**src/common/scl_pkg.sv**
```systemverilog
// shared constants and carriers for the channel configuration latch bank
package scl_pkg;

  // ==========================================================================
  // geometry
  localparam int NUM_CH = 4;
  localparam int ADDR_W = 4;
  localparam int DATA_W = 32;
  localparam int CFG_W  = 10;
  localparam int STAT_W = 6;
  localparam int MULT_W = 5;

  // ==========================================================================
  // register map, word indices (byte address = 4 * index)
  localparam logic [ADDR_W-1:0] CFG_BASE  = 4'h0;
  localparam logic [ADDR_W-1:0] STAT_BASE = 4'h4;

  // ==========================================================================
  // per-channel configuration latches, bit 9 downward
  typedef struct packed {
    logic recenter_n;
    logic primary;
    logic secondary;
    logic tx_selftest_n;
    logic rx_selftest_n;
    logic rx_power_on;
    logic reframe;
    logic rate;
    logic clk_sel;
    logic enc_en;
  } scl_cfg_t;

  localparam scl_cfg_t CFG_RESET = 10'h26B;

  // byte lanes of the configuration word
  localparam int LANE0_LSB = 0;
  localparam int LANE1_LSB = 8;
  localparam int LANE1_W   = 2;

  // per-channel status word, bit 5 downward
  typedef struct packed {
    logic speed_sel;
    logic reserved_combo;
    logic recenter_pending;
    logic tx_logic_pd;
    logic secondary_pd;
    logic primary_pd;
  } scl_stat_t;

  // ==========================================================================
  // pll multipliers
  localparam logic [MULT_W-1:0] MULT_FULL = 5'h0A;
  localparam logic [MULT_W-1:0] MULT_DBL  = 5'h14;

  // ==========================================================================
  // pin carriers
  typedef struct packed {
    logic [7:0] data;
    logic [1:0] ctl;
  } scl_txword_t;

  typedef struct packed {
    logic                           dev_reset_n;
    logic        [NUM_CH-1:0]       ref_clk;
    logic        [NUM_CH-1:0]       tx_clk;
    logic        [NUM_CH-1:0]       speed;
    scl_txword_t [NUM_CH-1:0]       word;
  } scl_pins_t;

  localparam int PINS_W = $bits(scl_pins_t);

endpackage

```
**src/rtl/scl_sync.sv**
```systemverilog
// two-flop synchroniser for a bundle of asynchronous pins
`timescale 1ns/100ps
module scl_sync #(
  parameter int W = 1
) (
  input  wire logic         clock,
  input  wire logic         rst,
  input  wire logic [W-1:0] d,
  output logic      [W-1:0] q
);

  typedef struct packed {
    logic [W-1:0] meta;
    logic [W-1:0] stable;
  } scl_sync_state_t;

  scl_sync_state_t state_reg;
  scl_sync_state_t state_next;

  // the first stage feeds only the second
  always_comb begin
    state_next        = state_reg;
    state_next.meta   = d;
    state_next.stable = state_reg.meta;
  end

  always_ff @(posedge clock) begin
    if (rst) begin
      state_reg <= '0;
    end else begin
      state_reg <= state_next;
    end
  end

  assign q = state_reg.stable;

endmodule // scl_sync

```
**src/rtl/scl_tx_capture.sv**
```systemverilog
// one channel's transmit input register with selectable capture clock
`timescale 1ns/100ps
module scl_tx_capture (
  input  wire logic                clock,
  input  wire logic                rst,
  input  wire logic                ref_clk_s,
  input  wire logic                tx_clk_s,
  input  wire scl_pkg::scl_txword_t data_s,
  input  wire logic                clk_sel,
  input  wire logic                rate,
  output scl_pkg::scl_txword_t     word,
  output logic                     word_valid,
  output logic                     ref_level,
  output logic                     ref_edge,
  output logic                     tx_rise
);

  typedef struct packed {
    logic                 ref_d;
    logic                 tx_d;
    scl_pkg::scl_txword_t word;
    logic                 valid;
    logic                 ref_edge;
    logic                 tx_rise;
  } scl_cap_state_t;

  scl_cap_state_t state_reg;
  scl_cap_state_t state_next;

  always_comb begin
    logic rise_ref;
    logic fall_ref;
    logic rise_tx;
    logic take;
    take     = 1'b0;
    rise_ref = ref_clk_s & ~state_reg.ref_d;
    fall_ref = ~ref_clk_s & state_reg.ref_d;
    rise_tx  = tx_clk_s & ~state_reg.tx_d;
    if (clk_sel) begin
      take = rise_ref | (rate & fall_ref);
    end else begin
      take = rise_tx;
    end
    state_next          = state_reg;
    state_next.ref_d    = ref_clk_s;
    state_next.tx_d     = tx_clk_s;
    state_next.valid    = take;
    state_next.ref_edge = rise_ref | fall_ref;
    state_next.tx_rise  = rise_tx;
    if (take) begin
      state_next.word = data_s;
    end
  end

  always_ff @(posedge clock) begin
    if (rst) begin
      state_reg <= '0;
    end else begin
      state_reg <= state_next;
    end
  end

  assign word       = state_reg.word;
  assign word_valid = state_reg.valid;
  assign ref_level  = state_reg.ref_d;
  assign ref_edge   = state_reg.ref_edge;
  assign tx_rise    = state_reg.tx_rise;

endmodule // scl_tx_capture

```
**src/rtl/scl_top.sv**
```systemverilog
// four-channel transceiver configuration latch bank with avalon-mm access
// ============================================================================
// Notes on behaviour
// - encoder enable resets to 1; 0 sends raw ten-bit characters.
// - clock select 1 (reset) loads input on reference rise, bypasses phase buffer.
// - clock select 0 captures data and control on transmit input clock rise.
// - rate resets to 0: multiply by 10, output clock follows reference.
// - rate 1 multiplies by 20, output clock at twice reference frequency.
// - select 1 with rate 1 captures on both reference edges.
// - reframe enable resets to 1; 0 freezes the frame offset.
// - receive power-on resets to 0 (powered down); 1 powers up.
// - receive self-test latch active low, resets to 1 (off).
// - transmit self-test latch active low, resets to 1 (off).
// - secondary driver enable resets to 0; 1 drives shifter data.
// - primary driver enable resets to 0; 1 drives shifter data.
// - disabled driver powers down; both disabled powers down transmit logic.
// - device reset pin low disables every driver on all channels.
// - recentre latch resets to 1; writing 0 re-centres phase buffer.
// - recentre request is taken on a transmit input clock rise.
// - recentre latch clears itself back to 1 after use.
//
// Chosen here: the Avalon-MM interface to the registers and the register addresses.
`timescale 1ns/100ps
module scl_top (
  input  wire logic                                          clock,
  input  wire logic                                          rst,
  // avalon-mm slave
  input  wire logic [scl_pkg::ADDR_W-1:0]                    avs_address,
  input  wire logic                                          avs_read,
  input  wire logic                                          avs_write,
  input  wire logic [scl_pkg::DATA_W-1:0]                    avs_writedata,
  input  wire logic [3:0]                                    avs_byteenable,
  output logic      [scl_pkg::DATA_W-1:0]                    avs_readdata,
  output logic                                               avs_waitrequest,
  // pins
  input  wire logic                                          device_reset_n,
  input  wire logic [scl_pkg::NUM_CH-1:0]                    channel_reference_clock,
  input  wire logic [scl_pkg::NUM_CH-1:0]                    tx_input_clock,
  input  wire logic [scl_pkg::NUM_CH-1:0]                    speed_range_select,
  input  wire logic [scl_pkg::NUM_CH-1:0][7:0]               tx_data_in,
  input  wire logic [scl_pkg::NUM_CH-1:0][1:0]               tx_control_in,
  // transmit path
  output scl_pkg::scl_txword_t [scl_pkg::NUM_CH-1:0]         tx_word,
  output logic      [scl_pkg::NUM_CH-1:0]                    tx_word_valid,
  output logic      [scl_pkg::NUM_CH-1:0]                    tx_output_clock,
  output logic      [scl_pkg::NUM_CH-1:0][scl_pkg::MULT_W-1:0] tx_pll_multiplier,
  output logic      [scl_pkg::NUM_CH-1:0]                    tx_encoder_enable,
  output logic      [scl_pkg::NUM_CH-1:0]                    phase_buffer_bypass,
  output logic      [scl_pkg::NUM_CH-1:0]                    phase_buffer_recenter,
  // receive path and self-test enables
  output logic      [scl_pkg::NUM_CH-1:0]                    reframe_enable,
  output logic      [scl_pkg::NUM_CH-1:0]                    rx_channel_power_on,
  output logic      [scl_pkg::NUM_CH-1:0]                    rx_selftest_on,
  output logic      [scl_pkg::NUM_CH-1:0]                    tx_selftest_on,
  // serial drivers
  output logic      [scl_pkg::NUM_CH-1:0]                    primary_driver_enable,
  output logic      [scl_pkg::NUM_CH-1:0]                    secondary_driver_enable,
  output logic      [scl_pkg::NUM_CH-1:0]                    primary_driver_power_down,
  output logic      [scl_pkg::NUM_CH-1:0]                    secondary_driver_power_down,
  output logic      [scl_pkg::NUM_CH-1:0]                    tx_logic_power_down
);

  localparam int N = scl_pkg::NUM_CH;

  // ==========================================================================
  // state
  typedef struct packed {
    scl_pkg::scl_cfg_t [N-1:0]          cfg;
    logic [N-1:0]                       txo;
    logic [N-1:0][scl_pkg::MULT_W-1:0]  mult;
    logic [N-1:0]                       enc;
    logic [N-1:0]                       bypass;
    logic [N-1:0]                       recenter;
    logic [N-1:0]                       reframe;
    logic [N-1:0]                       rx_power;
    logic [N-1:0]                       rx_st;
    logic [N-1:0]                       tx_st;
    logic [N-1:0]                       pen;
    logic [N-1:0]                       sen;
    logic [N-1:0]                       ppd;
    logic [N-1:0]                       spd;
    logic [N-1:0]                       tpd;
    logic                               waitreq;
    logic [scl_pkg::DATA_W-1:0]         rdata;
  } scl_state_t;

  scl_state_t state_reg;
  scl_state_t state_next;

  // ==========================================================================
  // pin synchronisers and per-channel input registers
  scl_pkg::scl_pins_t                pins_raw;
  scl_pkg::scl_pins_t                pins_s;
  logic [scl_pkg::PINS_W-1:0]        pins_q;
  logic [N-1:0]                      ref_level;
  logic [N-1:0]                      ref_edge;
  logic [N-1:0]                      tx_rise;

  always_comb begin
    pins_raw             = '0;
    pins_raw.dev_reset_n = device_reset_n;
    pins_raw.ref_clk     = channel_reference_clock;
    pins_raw.tx_clk      = tx_input_clock;
    pins_raw.speed       = speed_range_select;
    for (int c = 0; c < N; c++) begin
      pins_raw.word[c].data = tx_data_in[c];
      pins_raw.word[c].ctl  = tx_control_in[c];
    end
  end

  // data pins are synchronised too; the captured word is only valid when the
  // host holds it stable around the chosen clock edge
  scl_sync #(
    .W (scl_pkg::PINS_W)
  ) u_sync (
    .clock (clock),
    .rst   (rst),
    .d     (pins_raw),
    .q     (pins_q)
  );

  assign pins_s = pins_q;

  for (genvar g = 0; g < N; g++) begin : g_ch
    scl_tx_capture u_cap (
      .clock      (clock),
      .rst        (rst),
      .ref_clk_s  (pins_s.ref_clk[g]),
      .tx_clk_s   (pins_s.tx_clk[g]),
      .data_s     (pins_s.word[g]),
      .clk_sel    (state_reg.cfg[g].clk_sel),
      .rate       (state_reg.cfg[g].rate),
      .word       (tx_word[g]),
      .word_valid (tx_word_valid[g]),
      .ref_level  (ref_level[g]),
      .ref_edge   (ref_edge[g]),
      .tx_rise    (tx_rise[g])
    );
  end

  // ==========================================================================
  // helpers
  function automatic scl_pkg::scl_cfg_t merge_cfg(
    input scl_pkg::scl_cfg_t          old,
    input logic [scl_pkg::DATA_W-1:0] wd,
    input logic [3:0]                 be
  );
    scl_pkg::scl_cfg_t res;
    res = old;
    if (be[0]) begin
      res[scl_pkg::LANE0_LSB +: 8] = wd[scl_pkg::LANE0_LSB +: 8];
    end
    if (be[1]) begin
      res[scl_pkg::LANE1_LSB +: scl_pkg::LANE1_W] = wd[scl_pkg::LANE1_LSB +: scl_pkg::LANE1_W];
    end
    return res;
  endfunction

  function automatic scl_pkg::scl_stat_t status_of(
    input scl_pkg::scl_cfg_t cfg,
    input logic              speed
  );
    scl_pkg::scl_stat_t st;
    st.speed_sel        = speed;
    // flags a setting the host was told never to make
    st.reserved_combo   = cfg.rate & ~speed;
    st.recenter_pending = ~cfg.recenter_n;
    st.tx_logic_pd      = ~cfg.primary & ~cfg.secondary;
    st.secondary_pd     = ~cfg.secondary;
    st.primary_pd       = ~cfg.primary;
    return st;
  endfunction

  // ==========================================================================
  // next state
  always_comb begin
    logic                       req;
    logic [1:0]                 idx;
    logic [scl_pkg::DATA_W-1:0] rd;
    req        = avs_read | avs_write;
    idx        = avs_address[1:0];
    rd         = '0;
    state_next = state_reg;

    // a recentre request waits for the transmit input clock, then clears itself
    for (int c = 0; c < N; c++) begin
      if (!state_reg.cfg[c].recenter_n && tx_rise[c]) begin
        state_next.cfg[c].recenter_n = 1'b1;
      end
    end

    // one wait state: look at the request, answer on the next edge
    if (req && state_reg.waitreq) begin
      if (avs_address[3:2] == scl_pkg::CFG_BASE[3:2]) begin
        rd[scl_pkg::CFG_W-1:0] = state_reg.cfg[idx];
      end else if (avs_address[3:2] == scl_pkg::STAT_BASE[3:2]) begin
        rd[scl_pkg::STAT_W-1:0] = status_of(state_reg.cfg[idx], pins_s.speed[idx]);
      end
      state_next.waitreq = 1'b0;
      state_next.rdata   = rd;
    end else if (req) begin
      state_next.waitreq = 1'b1;
      // only the addressed channel changes; a new write of 0 wins over self-clear
      if (avs_write && avs_address[3:2] == scl_pkg::CFG_BASE[3:2]) begin
        state_next.cfg[idx] = merge_cfg(state_reg.cfg[idx], avs_writedata,
                                        avs_byteenable);
      end
    end else begin
      state_next.waitreq = 1'b1;
    end

    // device reset pin returns every latch to its default, drivers off
    if (!pins_s.dev_reset_n) begin
      for (int c = 0; c < N; c++) begin
        state_next.cfg[c] = scl_pkg::CFG_RESET;
      end
    end

    // derived outputs, registered so each port leaves a flip-flop
    for (int c = 0; c < N; c++) begin
      state_next.enc[c]      = state_next.cfg[c].enc_en;
      state_next.bypass[c]   = state_next.cfg[c].clk_sel;
      state_next.reframe[c]  = state_next.cfg[c].reframe;
      state_next.rx_power[c] = state_next.cfg[c].rx_power_on;
      state_next.rx_st[c]    = ~state_next.cfg[c].rx_selftest_n;
      state_next.tx_st[c]    = ~state_next.cfg[c].tx_selftest_n;
      state_next.sen[c]      = state_next.cfg[c].secondary;
      state_next.pen[c]      = state_next.cfg[c].primary;
      state_next.spd[c]      = ~state_next.cfg[c].secondary;
      state_next.ppd[c]      = ~state_next.cfg[c].primary;
      state_next.tpd[c]      = ~state_next.cfg[c].primary & ~state_next.cfg[c].secondary;
      state_next.recenter[c] = !state_reg.cfg[c].recenter_n && tx_rise[c];
      if (state_next.cfg[c].rate) begin
        state_next.mult[c] = scl_pkg::MULT_DBL;
        // a high pulse per reference edge doubles the frequency
        state_next.txo[c]  = ref_edge[c];
      end else begin
        state_next.mult[c] = scl_pkg::MULT_FULL;
        state_next.txo[c]  = ref_level[c];
      end
    end
  end

  // ==========================================================================
  // registers
  always_ff @(posedge clock) begin
    if (rst) begin
      state_reg          <= '0;
      state_reg.cfg      <= {N{scl_pkg::CFG_RESET}};
      state_reg.enc      <= '1;
      state_reg.bypass   <= '1;
      state_reg.reframe  <= '1;
      state_reg.mult     <= {N{scl_pkg::MULT_FULL}};
      state_reg.ppd      <= '1;
      state_reg.spd      <= '1;
      state_reg.tpd      <= '1;
      state_reg.waitreq  <= 1'b1;
    end else begin
      state_reg <= state_next;
    end
  end

  // ==========================================================================
  // outputs
  assign avs_readdata                = state_reg.rdata;
  assign avs_waitrequest             = state_reg.waitreq;
  assign tx_output_clock             = state_reg.txo;
  assign tx_pll_multiplier           = state_reg.mult;
  assign tx_encoder_enable           = state_reg.enc;
  assign phase_buffer_bypass         = state_reg.bypass;
  assign phase_buffer_recenter       = state_reg.recenter;
  assign reframe_enable              = state_reg.reframe;
  assign rx_channel_power_on         = state_reg.rx_power;
  assign rx_selftest_on              = state_reg.rx_st;
  assign tx_selftest_on              = state_reg.tx_st;
  assign primary_driver_enable       = state_reg.pen;
  assign secondary_driver_enable     = state_reg.sen;
  assign primary_driver_power_down   = state_reg.ppd;
  assign secondary_driver_power_down = state_reg.spd;
  assign tx_logic_power_down         = state_reg.tpd;

endmodule // scl_top

```
**config.mk**
```make
export PLATFORM = sky130hd
export DESIGN_NAME = scl_top
export DESIGN_NICKNAME = d
export VERILOG_FILES = /design/src/common/scl_pkg.sv /design/src/rtl/scl_sync.sv /design/src/rtl/scl_tx_capture.sv /design/src/rtl/scl_top.sv
export SDC_FILE = /design/constraint.sdc
export NUM_CORES = 1
export LEC_CHECK = 0
export BUFFER_PORTS_ARGS = -buffer_cell sky130_fd_sc_hd__buf_4
export CAP_MARGIN = 20
export CORE_UTILIZATION = 47
export CTS_CLUSTER_SIZE = 10
export DETAILED_ROUTE_END_ITERATION = 8
export PLACE_DENSITY = 0.71
export SYNTH_ARGS = -nofsm -noshare
export SYNTH_HDL_FRONTEND = slang
export SYNTH_SLANG_ARGS = --single-unit
```
**constraint.sdc**
```tcl
create_clock -name clock -period 1.63 [get_ports clock]
set_input_delay 0.2445 -clock clock [delete_from_list [all_inputs] [get_ports clock]]
set_output_delay 0.2445 -clock clock [all_outputs]
set_load 0.005 [all_outputs]
```
# Yosys cells after proc, flatten, opt, wreduce, memory -nomap -nowiden
# Cells that the tools add are included.
dict set report totals {
  register_bits 289
  in_bits 97
  out_inout_bits 149
  elab_cells 208
}
dict set report op_classes {
  order_cmp 2
  eq_ne 1
  mux 39
  bitwise_logic 64
  n_reduce_logical 13
}
# operator count
set op_table {}
lappend op_table {{40-bit 2-to-1 mux} 3}
lappend op_table {{40-bit bitwise mux} 1}
lappend op_table {{39-bit 2-to-1 mux} 1}
lappend op_table {{1-bit inverter} 33}
lappend op_table {{8-bit 2-to-1 mux} 4}
lappend op_table {{1-bit AND} 22}
lappend op_table {{10-bit binary-select mux with 2-bit select} 1}
lappend op_table {{10-bit demux with 2-bit select} 1}
lappend op_table {{10-bit 2-to-1 mux} 2}
lappend op_table {{5-bit 2-to-1 mux} 4}
lappend op_table {{1-bit 2-to-1 mux} 14}
lappend op_table {{6-bit 2-to-1 mux} 2}
lappend op_table {{1-bit bitwise OR} 9}
lappend op_table {{2-bit 2-to-1 mux} 4}
lappend op_table {{1-bit logical AND} 7}
lappend op_table {{1-bit logical NOT} 4}
lappend op_table {{4-bit 2-to-1 mux} 1}
lappend op_table {{2-bit by 3-bit < comparator with 1-bit output, second input constant} 1}
lappend op_table {{1-bit binary-select mux with 2-bit select} 1}
lappend op_table {{2-bit by 1-bit equality test with 1-bit output, second input constant} 1}
lappend op_table {{2-bit by 1-bit greater-or-equal comparator with 1-bit output, second input constant} 1}
lappend op_table {{2-bit logical NOT} 1}
lappend op_table {{2-bit OR reduction} 1}

# Logic depth before layout (Yosys ltp)
# Gate-level depths: netlist (run 1).
dict set report depth {
  depth_word 13
  mapped_depth 7
  mapped_depth_nobuf 6
}

# Hierarchy
# A second synthesis (run 1) with hierarchy kept.
dict set report unflattened {
  hier_cells 900
  hier_area_um2 9714.3
}
# module n_inst cells_per_inst area_each_um2 seq_area_each_um2
set by_module_without_submodules {}
lappend by_module_without_submodules {scl_top 1 397 4043.9 1661.6}
lappend by_module_without_submodules {scl_sync 1 223 2852.7 2122.0}
lappend by_module_without_submodules {scl_tx_capture 4 70 704.4 300.3}

# Least setup slack after synthesis (run 1)
# Ideal clock, no wire load.
dict set report synth_timing {
  path_kind {reg2reg}
  startpoint {register state_reg, in the netlist avs_waitrequest}
  endpoint {register state_reg, in the netlist tx_output_clock[2]}
  setup_time_ns 0.072
  arrival_time_ns 1.628
  required_ns 1.558
  setup_slack_ns -0.070
  stages_incl_launch_ff 6
  n_path_buf 1
  period_less_slack_ns 1.700
  path_cell_list {dfxtp_1 -> or4b_4 -> or2_1 -> buf_2 -> o211ai_2 -> mux2i_1}
}
dict set report synth_via {
  elab_chain_cells 4
}
# element line
set synth_rtl {}
lappend synth_rtl {{from (decl)} scl_top.sv:87} ;# scl_state_t state_reg;
lappend synth_rtl {{from (signal assigned)} scl_top.sv:259} ;# state_reg <= state_next;
lappend synth_rtl {{1-bit logical AND} scl_top.sv:193} ;# if (req && state_reg.waitreq) begin
lappend synth_rtl {{40-bit 2-to-1 mux} scl_top.sv:193}
lappend synth_rtl {{39-bit 2-to-1 mux} scl_top.sv:213} ;# if (!pins_s.dev_reset_n) begin
lappend synth_rtl {{1-bit 2-to-1 mux} scl_top.sv:233} ;# if (state_next.cfg[c].rate) begin
# Every way passes these cells.
# A chain may end at the register's enable or synchronous reset.

# Worst setup path after layout (run 1)
dict set report layout_timing {
  startpoint {register state_reg, in the netlist avs_waitrequest}
  endpoint {register state_reg[134] (netlist name)}
}
dict set report layout_via {
  elab_chain_cells 2
}
# element line
set layout_rtl {}
lappend layout_rtl {{1-bit logical AND} scl_top.sv:193}
lappend layout_rtl {{40-bit 2-to-1 mux} scl_top.sv:193}
# Every way passes these cells.

==> results of run 1 <==
-- layout make-up --
| type | count | area, um^2 |
|---|---|---|
| well taps | 265 | 332 |
| fillers | 1566 | 7580 |
| flip-flops and latches | 249 | 4990 |
| repair buffers | 306 | 2550 |
| clock buffers | 34 | 764 |
| inverters | 11 | 41.3 |
| clock inverters | 1 | 30.0 |
| multi-input cells | 461 | 3180 |
-- metal layers --
| layer | vias up | global-route usage (%) |
|---|---|---|
| met4 | 0 | 5.77 |
| met1 | 2835 | 21.9 |
| met3 | 35 | 4.69 |
| met2 | 213 | 31.7 |
| li1 | 3048 | - |
| met5 | - | 0 |
-- cell usage in the layout, fill, tap and decap left out, types with 3 or more instances in the layout --
cell type and count:
mux2_2 7, o22ai_1 3, conb_1 26, nor3b_1 4, buf_6 3, nand2b_1 13, and2_1 9, inv_1 11
a21oi_1 13, ha_1 8, mux2i_1 59, o21ai_1 18, clkbuf_1 3, or2_1 5, o311ai_1 3, dlygate4sd3_1 55
nor3_1 7, dfxtp_1 248, buf_4 240, nand3_1 5, a21o_1 9, nor2b_1 120, mux4_2 10, nor2_1 80
a22oi_1 8, clkbuf_16 29, buf_12 8, o21ai_0 7, nand2_1 14, mux2i_2 4
-- what timing repair did --
action,4_1_cts,5_1_grt
hold buffers,55,0
buffers inserted,2,2
resized for setup,10,11
setup endpoints to repair,41,49
endpoints found under the hold margin,62,0
pin swaps,3,6
-- through the flow --
stage / area (um^2) / utilization, % / cells
global route: 11900 / 61.0 / 1327
global placement: 10400 / 53.6 / 1233
finish: 11900 / 61.0 / 1327
detailed placement: 10400 / 53.6 / 1233
floorplan: 9440 / - / 914
CTS: 11800 / 60.8 / 1325
-- worst min-delay path, delay by kind of cell --
family | cells | cell delay (ps)
AO/OA/AOI/OAI | 1 | 60
buffers and inverters | 2 | 210
-- worst max-delay path by stage --
stage	start	end	slack, ps	cells after the start
2_1_floorplan	avs_waitrequest	tx_output_clock[2]	-40	5
3_3_place_gp	avs_address[3]	tx_selftest_on[2]	-110	6
3_5_place_dp	avs_address[3]	tx_output_clock[2]	-130	5
4_1_cts	avs_waitrequest	tx_output_clock[2]	-70	4
5_1_grt	avs_waitrequest	tx_selftest_on[0]	-130	5
6_report	avs_waitrequest	state_reg[134]	-90	5
-- cells by family after synthesis --
| group | Yosys count |
|---|---|
| other | 1 |
| AO/OA/AOI/OAI | 74 |
| buffers and inverters | 204 |
| multiplexers | 80 |
| AND/OR/NAND/NOR | 273 |
| adder cells (fa/ha/maj) | 8 |
| flip-flops | 249 |
-- power by group through the flow --
stage	logic, mW	clock network, mW	registers (mW)
2_1_floorplan	0.431	0	6.42
3_3_place_gp	0.634	0	6.43
3_5_place_dp	0.643	0	6.43
4_1_cts	0.757	5.74	6.31
5_1_grt	0.834	6.01	6.32
6_report	0.764	5.61	6.31
==> flow_summary_export.csv, run 1 <==
group,metric,value,unit
critical_path,cp_data_required_time,2040,ps
critical_path,crit_fanout,4,
logic_synthesis,yosysWarnings,0,
place,place_hpwl,12300,um
logic_synthesis,synth-simple-area-share,15.9,%
global_routing,overflow,0,
power_and_ir_drop,seqPwrFrac,49.7,%
route,drtAntennaViolNets,0,
route,wl_met2,9280,um
clock_tree,cts_buffer_depth,3,
outcome,failed_checks,"setup timing",
critical_path,max_stage_delay,590,ps
min_path,worstHoldStart,"avs_address[3]",
logic_synthesis,yosysTopAreaCell,"dfxtp_1",
sta,hold_viol_final,0,
logic_synthesis,avgSynthCellArea,10.5,um^2
cells_and_area,drive_above_1_share,30.3,%
clock_tree,cts_tree,"built",
logic_synthesis,yosysMostFrequentCell,"dfxtp_1",
critical_path,worst-r2r-cell-count,5,
global_routing,grt_pass1_wl,29200,um
cells_and_area,n_antenna_cell,0,
critical_path,crit_path_start_kind,"flip-flop",
sta,setup_viol,17,
global_routing,grt_max_degree,61,
route,dr.pass1.iters,4,
logic_synthesis,synth-edff-count,0,
outcome,status,"complete, but fails checks",
route,drc,0,
logic_synthesis,ys_seq_area_share,53.4,%
sta,holdWs,51.3,ps
power_and_ir_drop,switching_share,20.6,%
global_routing,track_usage,18.2,%
critical_path,crit_family,"simple AND/OR/NAND/NOR gates",
logic_synthesis,ys_seq_elements,249,
min_path,whs_endpoint,"avs_readdata[0]",
place,gp_congestion,0.851,
min_path,hold_path_depth,3,
cells_and_area,final_net_count,1163,
floorplanning,start_util,48.0,%
sta,fin_crit_sh,105,%
floorplanning,die_h,143,um
logic_synthesis,syn_area,0.00934,mm^2
clock_tree,clkSlewWorstSetupHoldPaths,50,ps
run,drv_cap,0,
sta,tns,-601,ps
route,num_vias,6131,
route,drtIter0Drc,223,
critical_path,cp-end-kind,"flip-flop",
logic_synthesis,synth_area_leaders,"dfxtp_1 (53%), buf_4 (12%), nor2b_1 (8.1%), mux2i_1 (6.8%), nor2_1 (3.3%)",
route,routedWlPerCell,14.3,um
critical_path,reg2reg_to,"state_reg[134]",
critical_path,cp_slowest_cell,"or4b_4",
critical_path,path_cells,"or4b_4 -> or2_4 -> buf_4 -> nor3_2 -> o21ai_1",
critical_path,arrival,2120,ps
logic_synthesis,synth_compound_area_share,5.12,%
logic_synthesis,async_flop_share,0,%
critical_path,path_buf_inv,1,
route,wl_met1,7820,um
clock_tree,clk_latency,530,ps
power_and_ir_drop,combPwrFrac,6.0,%
clock_tree,cts_made_buffers,29,
cells_and_area,area_growth,27.3,%
power_and_ir_drop,irDropWorstVdd,0.000843,V
sta,period_minus_slack,1720,ps
critical_path,rrSetupSlack,-90,ps
sta,worst_pin_slew,588,ps
power_and_ir_drop,cellPowerDensity,1070,mW/mm^2
sta,grt_setup_unrepaired,"true",
logic_synthesis,synthXorXnorAreaFrac,0,%
route,viasPerCell,4.62,
logic_synthesis,synth_top_family_by_area,"simple AND/OR/NAND/NOR gates",
power_and_ir_drop,p_clk_share,44.2,%
sta,fmax,583,MHz
logic_synthesis,netlist_instances,889,
clock_tree,clock_sinks,249,
clock_tree,htree_levels,1,
floorplanning,coreArea,0.0195,mm^2
global_routing,grt_pass1_vias,5773,
logic_synthesis,synth_cell_type_count,46,
sta,finalMaxSlewViolations,0,
logic_synthesis,synthMuxAreaShare,10.0,%
floorplanning,rows,51,
floorplanning,die-area,0.0204,mm^2
logic_synthesis,synth.top_cell.area_share,53.4,%
sta,setup_slack,-85.8,ps
min_path,min_path_type,"primary input to flip-flop",
clock_tree,cts-root-buf,"clkbuf_16",
critical_path,r2r_start,"avs_waitrequest",
sta,finClkSkew,17.1,ps
logic_synthesis,synth_common_cells,"dfxtp_1 (249), buf_4 (149), nor2b_1 (121), nor2_1 (83), mux2i_1 (63)",
logic_synthesis,ys.flop_type,"dfxtp_1",
floorplanning,io_pins,246,
sta,slew_headroom,60.8,%
place,port_buffers,195,
global_routing,grt_antenna_before_repair,0,
floorplanning,die_w,143,um
power_and_ir_drop,switchingPower,2.61,mW
critical_path,crit_type,"flip-flop to flip-flop",
power_and_ir_drop,power,12.7,mW
logic_synthesis,synth_adder_area_share,1.07,%
route,wl_met3,1400,um
route,top_layer,"met4",
place,dp_slack,-128,ps
power_and_ir_drop,p_int,10.1,mW
route,detail_route.wirelength,18900,um
power_and_ir_drop,leakage,5.00,nW
No activity file was read; power rests on OpenSTA's default activity.
==> run 2, diff against run 1 <==
--- a/config.mk
+++ b/config.mk
@@ -9,6 +9,6 @@
 export CAP_MARGIN = 20
-export CORE_UTILIZATION = 47
+export CORE_UTILIZATION = 55
 export CTS_CLUSTER_SIZE = 10
 export DETAILED_ROUTE_END_ITERATION = 8
-export PLACE_DENSITY = 0.71
+export PLACE_DENSITY = 0.79
 export SYNTH_ARGS = -nofsm -noshare
==> constraint.sdc (replaced) <==
create_clock -name clock -period 2.2 [get_ports clock]
set_input_delay 0 -clock clock [delete_from_list [all_inputs] [get_ports clock]]
set_output_delay 0 -clock clock [all_outputs]
set_load 0.005 [all_outputs]
==> run 2 against run 1 <==
The run now ends clean. Sequential share of layout area increased by 1.3 points. Register-to-register slack gained 170 ps. First-iteration DRC count increased by 5.4%. Global-route usage is 3.3 points higher. Design area is 3.1% lower. Clock skew shrank 6.8 ps. Critical path depth increased by 1. Die area shrank 14%. Wire length increased by 0.96%. Worst hold slack got worse by 4.0 ps. Sequential cell count unchanged. Fmax down 19%. Critical path type unchanged. Critical endpoint is now tx_logic_power_down[1]. Largest cell class unchanged.
==> flow_summary_export.csv, run 2 (same netlist as run 1, synthesis figures left out) <==
group,metric,value,unit
cells_and_area,area_growth,23.4,%
power_and_ir_drop,cellPowerDensity,787,mW/mm^2
min_path,min_path_type,"primary input to flip-flop",
critical_path,cp_data_required_time,2590,ps
global_routing,grt_max_degree,84,
cells_and_area,final_cell_area,0.0115,mm^2
floorplanning,start_util,56.3,%
sta,period_minus_slack,2110,ps
critical_path,cp-end-kind,"flip-flop",
critical_path,worst-r2r-cell-count,6,
place,gp_congestion,0.811,
sta,fin_crit_sh,96.1,%
route,num_vias,6123,
global_routing,grt_antenna_before_repair,0,
power_and_ir_drop,irDropWorstVdd,0.000800,V
critical_path,crit_type,"flip-flop to flip-flop",
clock_tree,cts-root-buf,"clkbuf_16",
clock_tree,cts_made_buffers,28,
sta,hold_viol_final,0,
critical_path,r2r_start,"state_reg[143]",
sta,finalMaxSlewViolations,0,
floorplanning,die_h,132,um
sta,finClkSkew,10.3,ps
clock_tree,clkSlewWorstSetupHoldPaths,50,ps
place,dp_slack,310,ps
floorplanning,rows,47,
route,routedWlPerCell,15.1,um
place,dpl_cell_area,0.0100,mm^2
clock_tree,htree_levels,1,
sta,setup_viol,0,
global_routing,grt_pass1_wl,30100,um
route,detail_route.wirelength,19100,um
floorplanning,io_pins,246,
sta,grt_setup_unrepaired,"false",
critical_path,arrival,2510,ps
global_routing,grt_pass1_vias,5996,
outcome,status,"complete, no violations",
cells_and_area,final_common_cell,"dfxtp_1",
sta,fmax,473,MHz
critical_path,crit_path_start_kind,"flip-flop",
critical_path,startpoint,"state_reg[143]",
clock_tree,cts_tree,"built",
critical_path,crit_end,"tx_logic_power_down[1]",
route,drtAntennaViolNets,0,
run,drv_cap,0,
critical_path,cp_slowest_cell,"dlygate4sd3_1",
critical_path,max_stage_delay,570,ps
power_and_ir_drop,power,9.07,mW
place,port_buffers,195,
global_routing,overflow,0,
critical_path,rrSetupSlack,90,ps
floorplanning,coreArea,0.0166,mm^2
critical_path,reg2reg_to,"tx_logic_power_down[1]",
sta,worst_pin_slew,765,ps
clock_tree,clk_latency,530,ps
cells_and_area,n_fill_cell,1169,
cells_and_area,drive_above_1_share,26.2,%
route,viasPerCell,4.84,
power_and_ir_drop,leakage,4.88,nW
sta,tns,0,ps
sta,holdWs,47.3,ps
cells_and_area,regArea,0.00498,mm^2
sta,slew_headroom,49.0,%
place,place_hpwl,11900,um
cells_and_area,final_net_count,1150,
floorplanning,die_w,132,um
global_routing,track_usage,21.5,%
route,drc,0,
clock_tree,clock_sinks,249,
cells_and_area,multi_input_area,0.00310,mm^2
route,dr.pass1.iters,4,
critical_path,path_cells,"mux4_2 -> mux2i_1 -> dlygate4sd3_1 -> buf_4 -> nand3_1 -> o311ai_0",
clock_tree,cts_buffer_depth,3,
critical_path,crit_fanout,12,
floorplanning,die-area,0.0175,mm^2
sta,setup_slack,86.0,ps
cells_and_area,final_cell_mix,"dfxtp_1 (249), buf_4 (219), nor2b_1 (120)",
cells_and_area,n_antenna_cell,0,
route,drtIter0Drc,235,
run 2: through the flow:
stage,util [%],cells
after floorplan,-,914
after global placement,60.5,1159
after detailed placement,60.5,1159
after CTS,69.4,1263
after global routing,69.5,1265
final,69.5,1265
run 2: final cells by class:
cell class / instances / area share (%)
clock buffers: 29 / 6.12
flip-flops and latches: 249 / 43.3
well taps: 220 / 2.39
inverters: 11 / 0.359
clock inverters: 1 / 0.141
multi-input cells: 461 / 26.9
repair buffers: 294 / 20.8
run 2: worst min path at each step:
stage                       from                     end  depth (start not counted)
2_1_floorplan     avs_address[3]         avs_readdata[0]                          1
3_3_place_gp    tx_control_in[6]   u_sync.state_next[30]                          2
3_5_place_dp      tx_data_in[24]   u_sync.state_next[32]                          2
4_1_cts        avs_byteenable[0]  phase_buffer_bypass[1]                          4
5_1_grt        avs_byteenable[0]  phase_buffer_bypass[1]                          4
6_report       avs_byteenable[0]  phase_buffer_bypass[1]                          4
run 2: layer usage:
layer  track usage, %  part of all wire [%]
met5                0                     0
met3             5.42                   7.8
met4             6.70                   2.1
met1             25.6                    40
met2             37.9                    50
run 2: critical path, delay by kind of cell, from the launching register on:
family | cells | cell delay [ps]
multiplexers | 2 | 660
AO/OA/AOI/OAI | 1 | 120
flip-flops | 1 | 340
AND/OR/NAND/NOR | 1 | 110
buffers and inverters | 2 | 760
run 2: repair_timing:
item                       CTS  global route
setup buffers                0             2
gates resized for setup      0             0
hold buffers                74             0
setup endpoints to repair    0             1
hold endpoints to repair   124             0
run 2: where the power goes:
group / switching, mW / total [mW] / internal, mW
registers: 0.0395 / 4.68 / 4.64
clock network: 1.60 / 3.83 / 2.23
logic: 0.245 / 0.564 / 0.320
total: 1.88 / 9.07 / 7.19
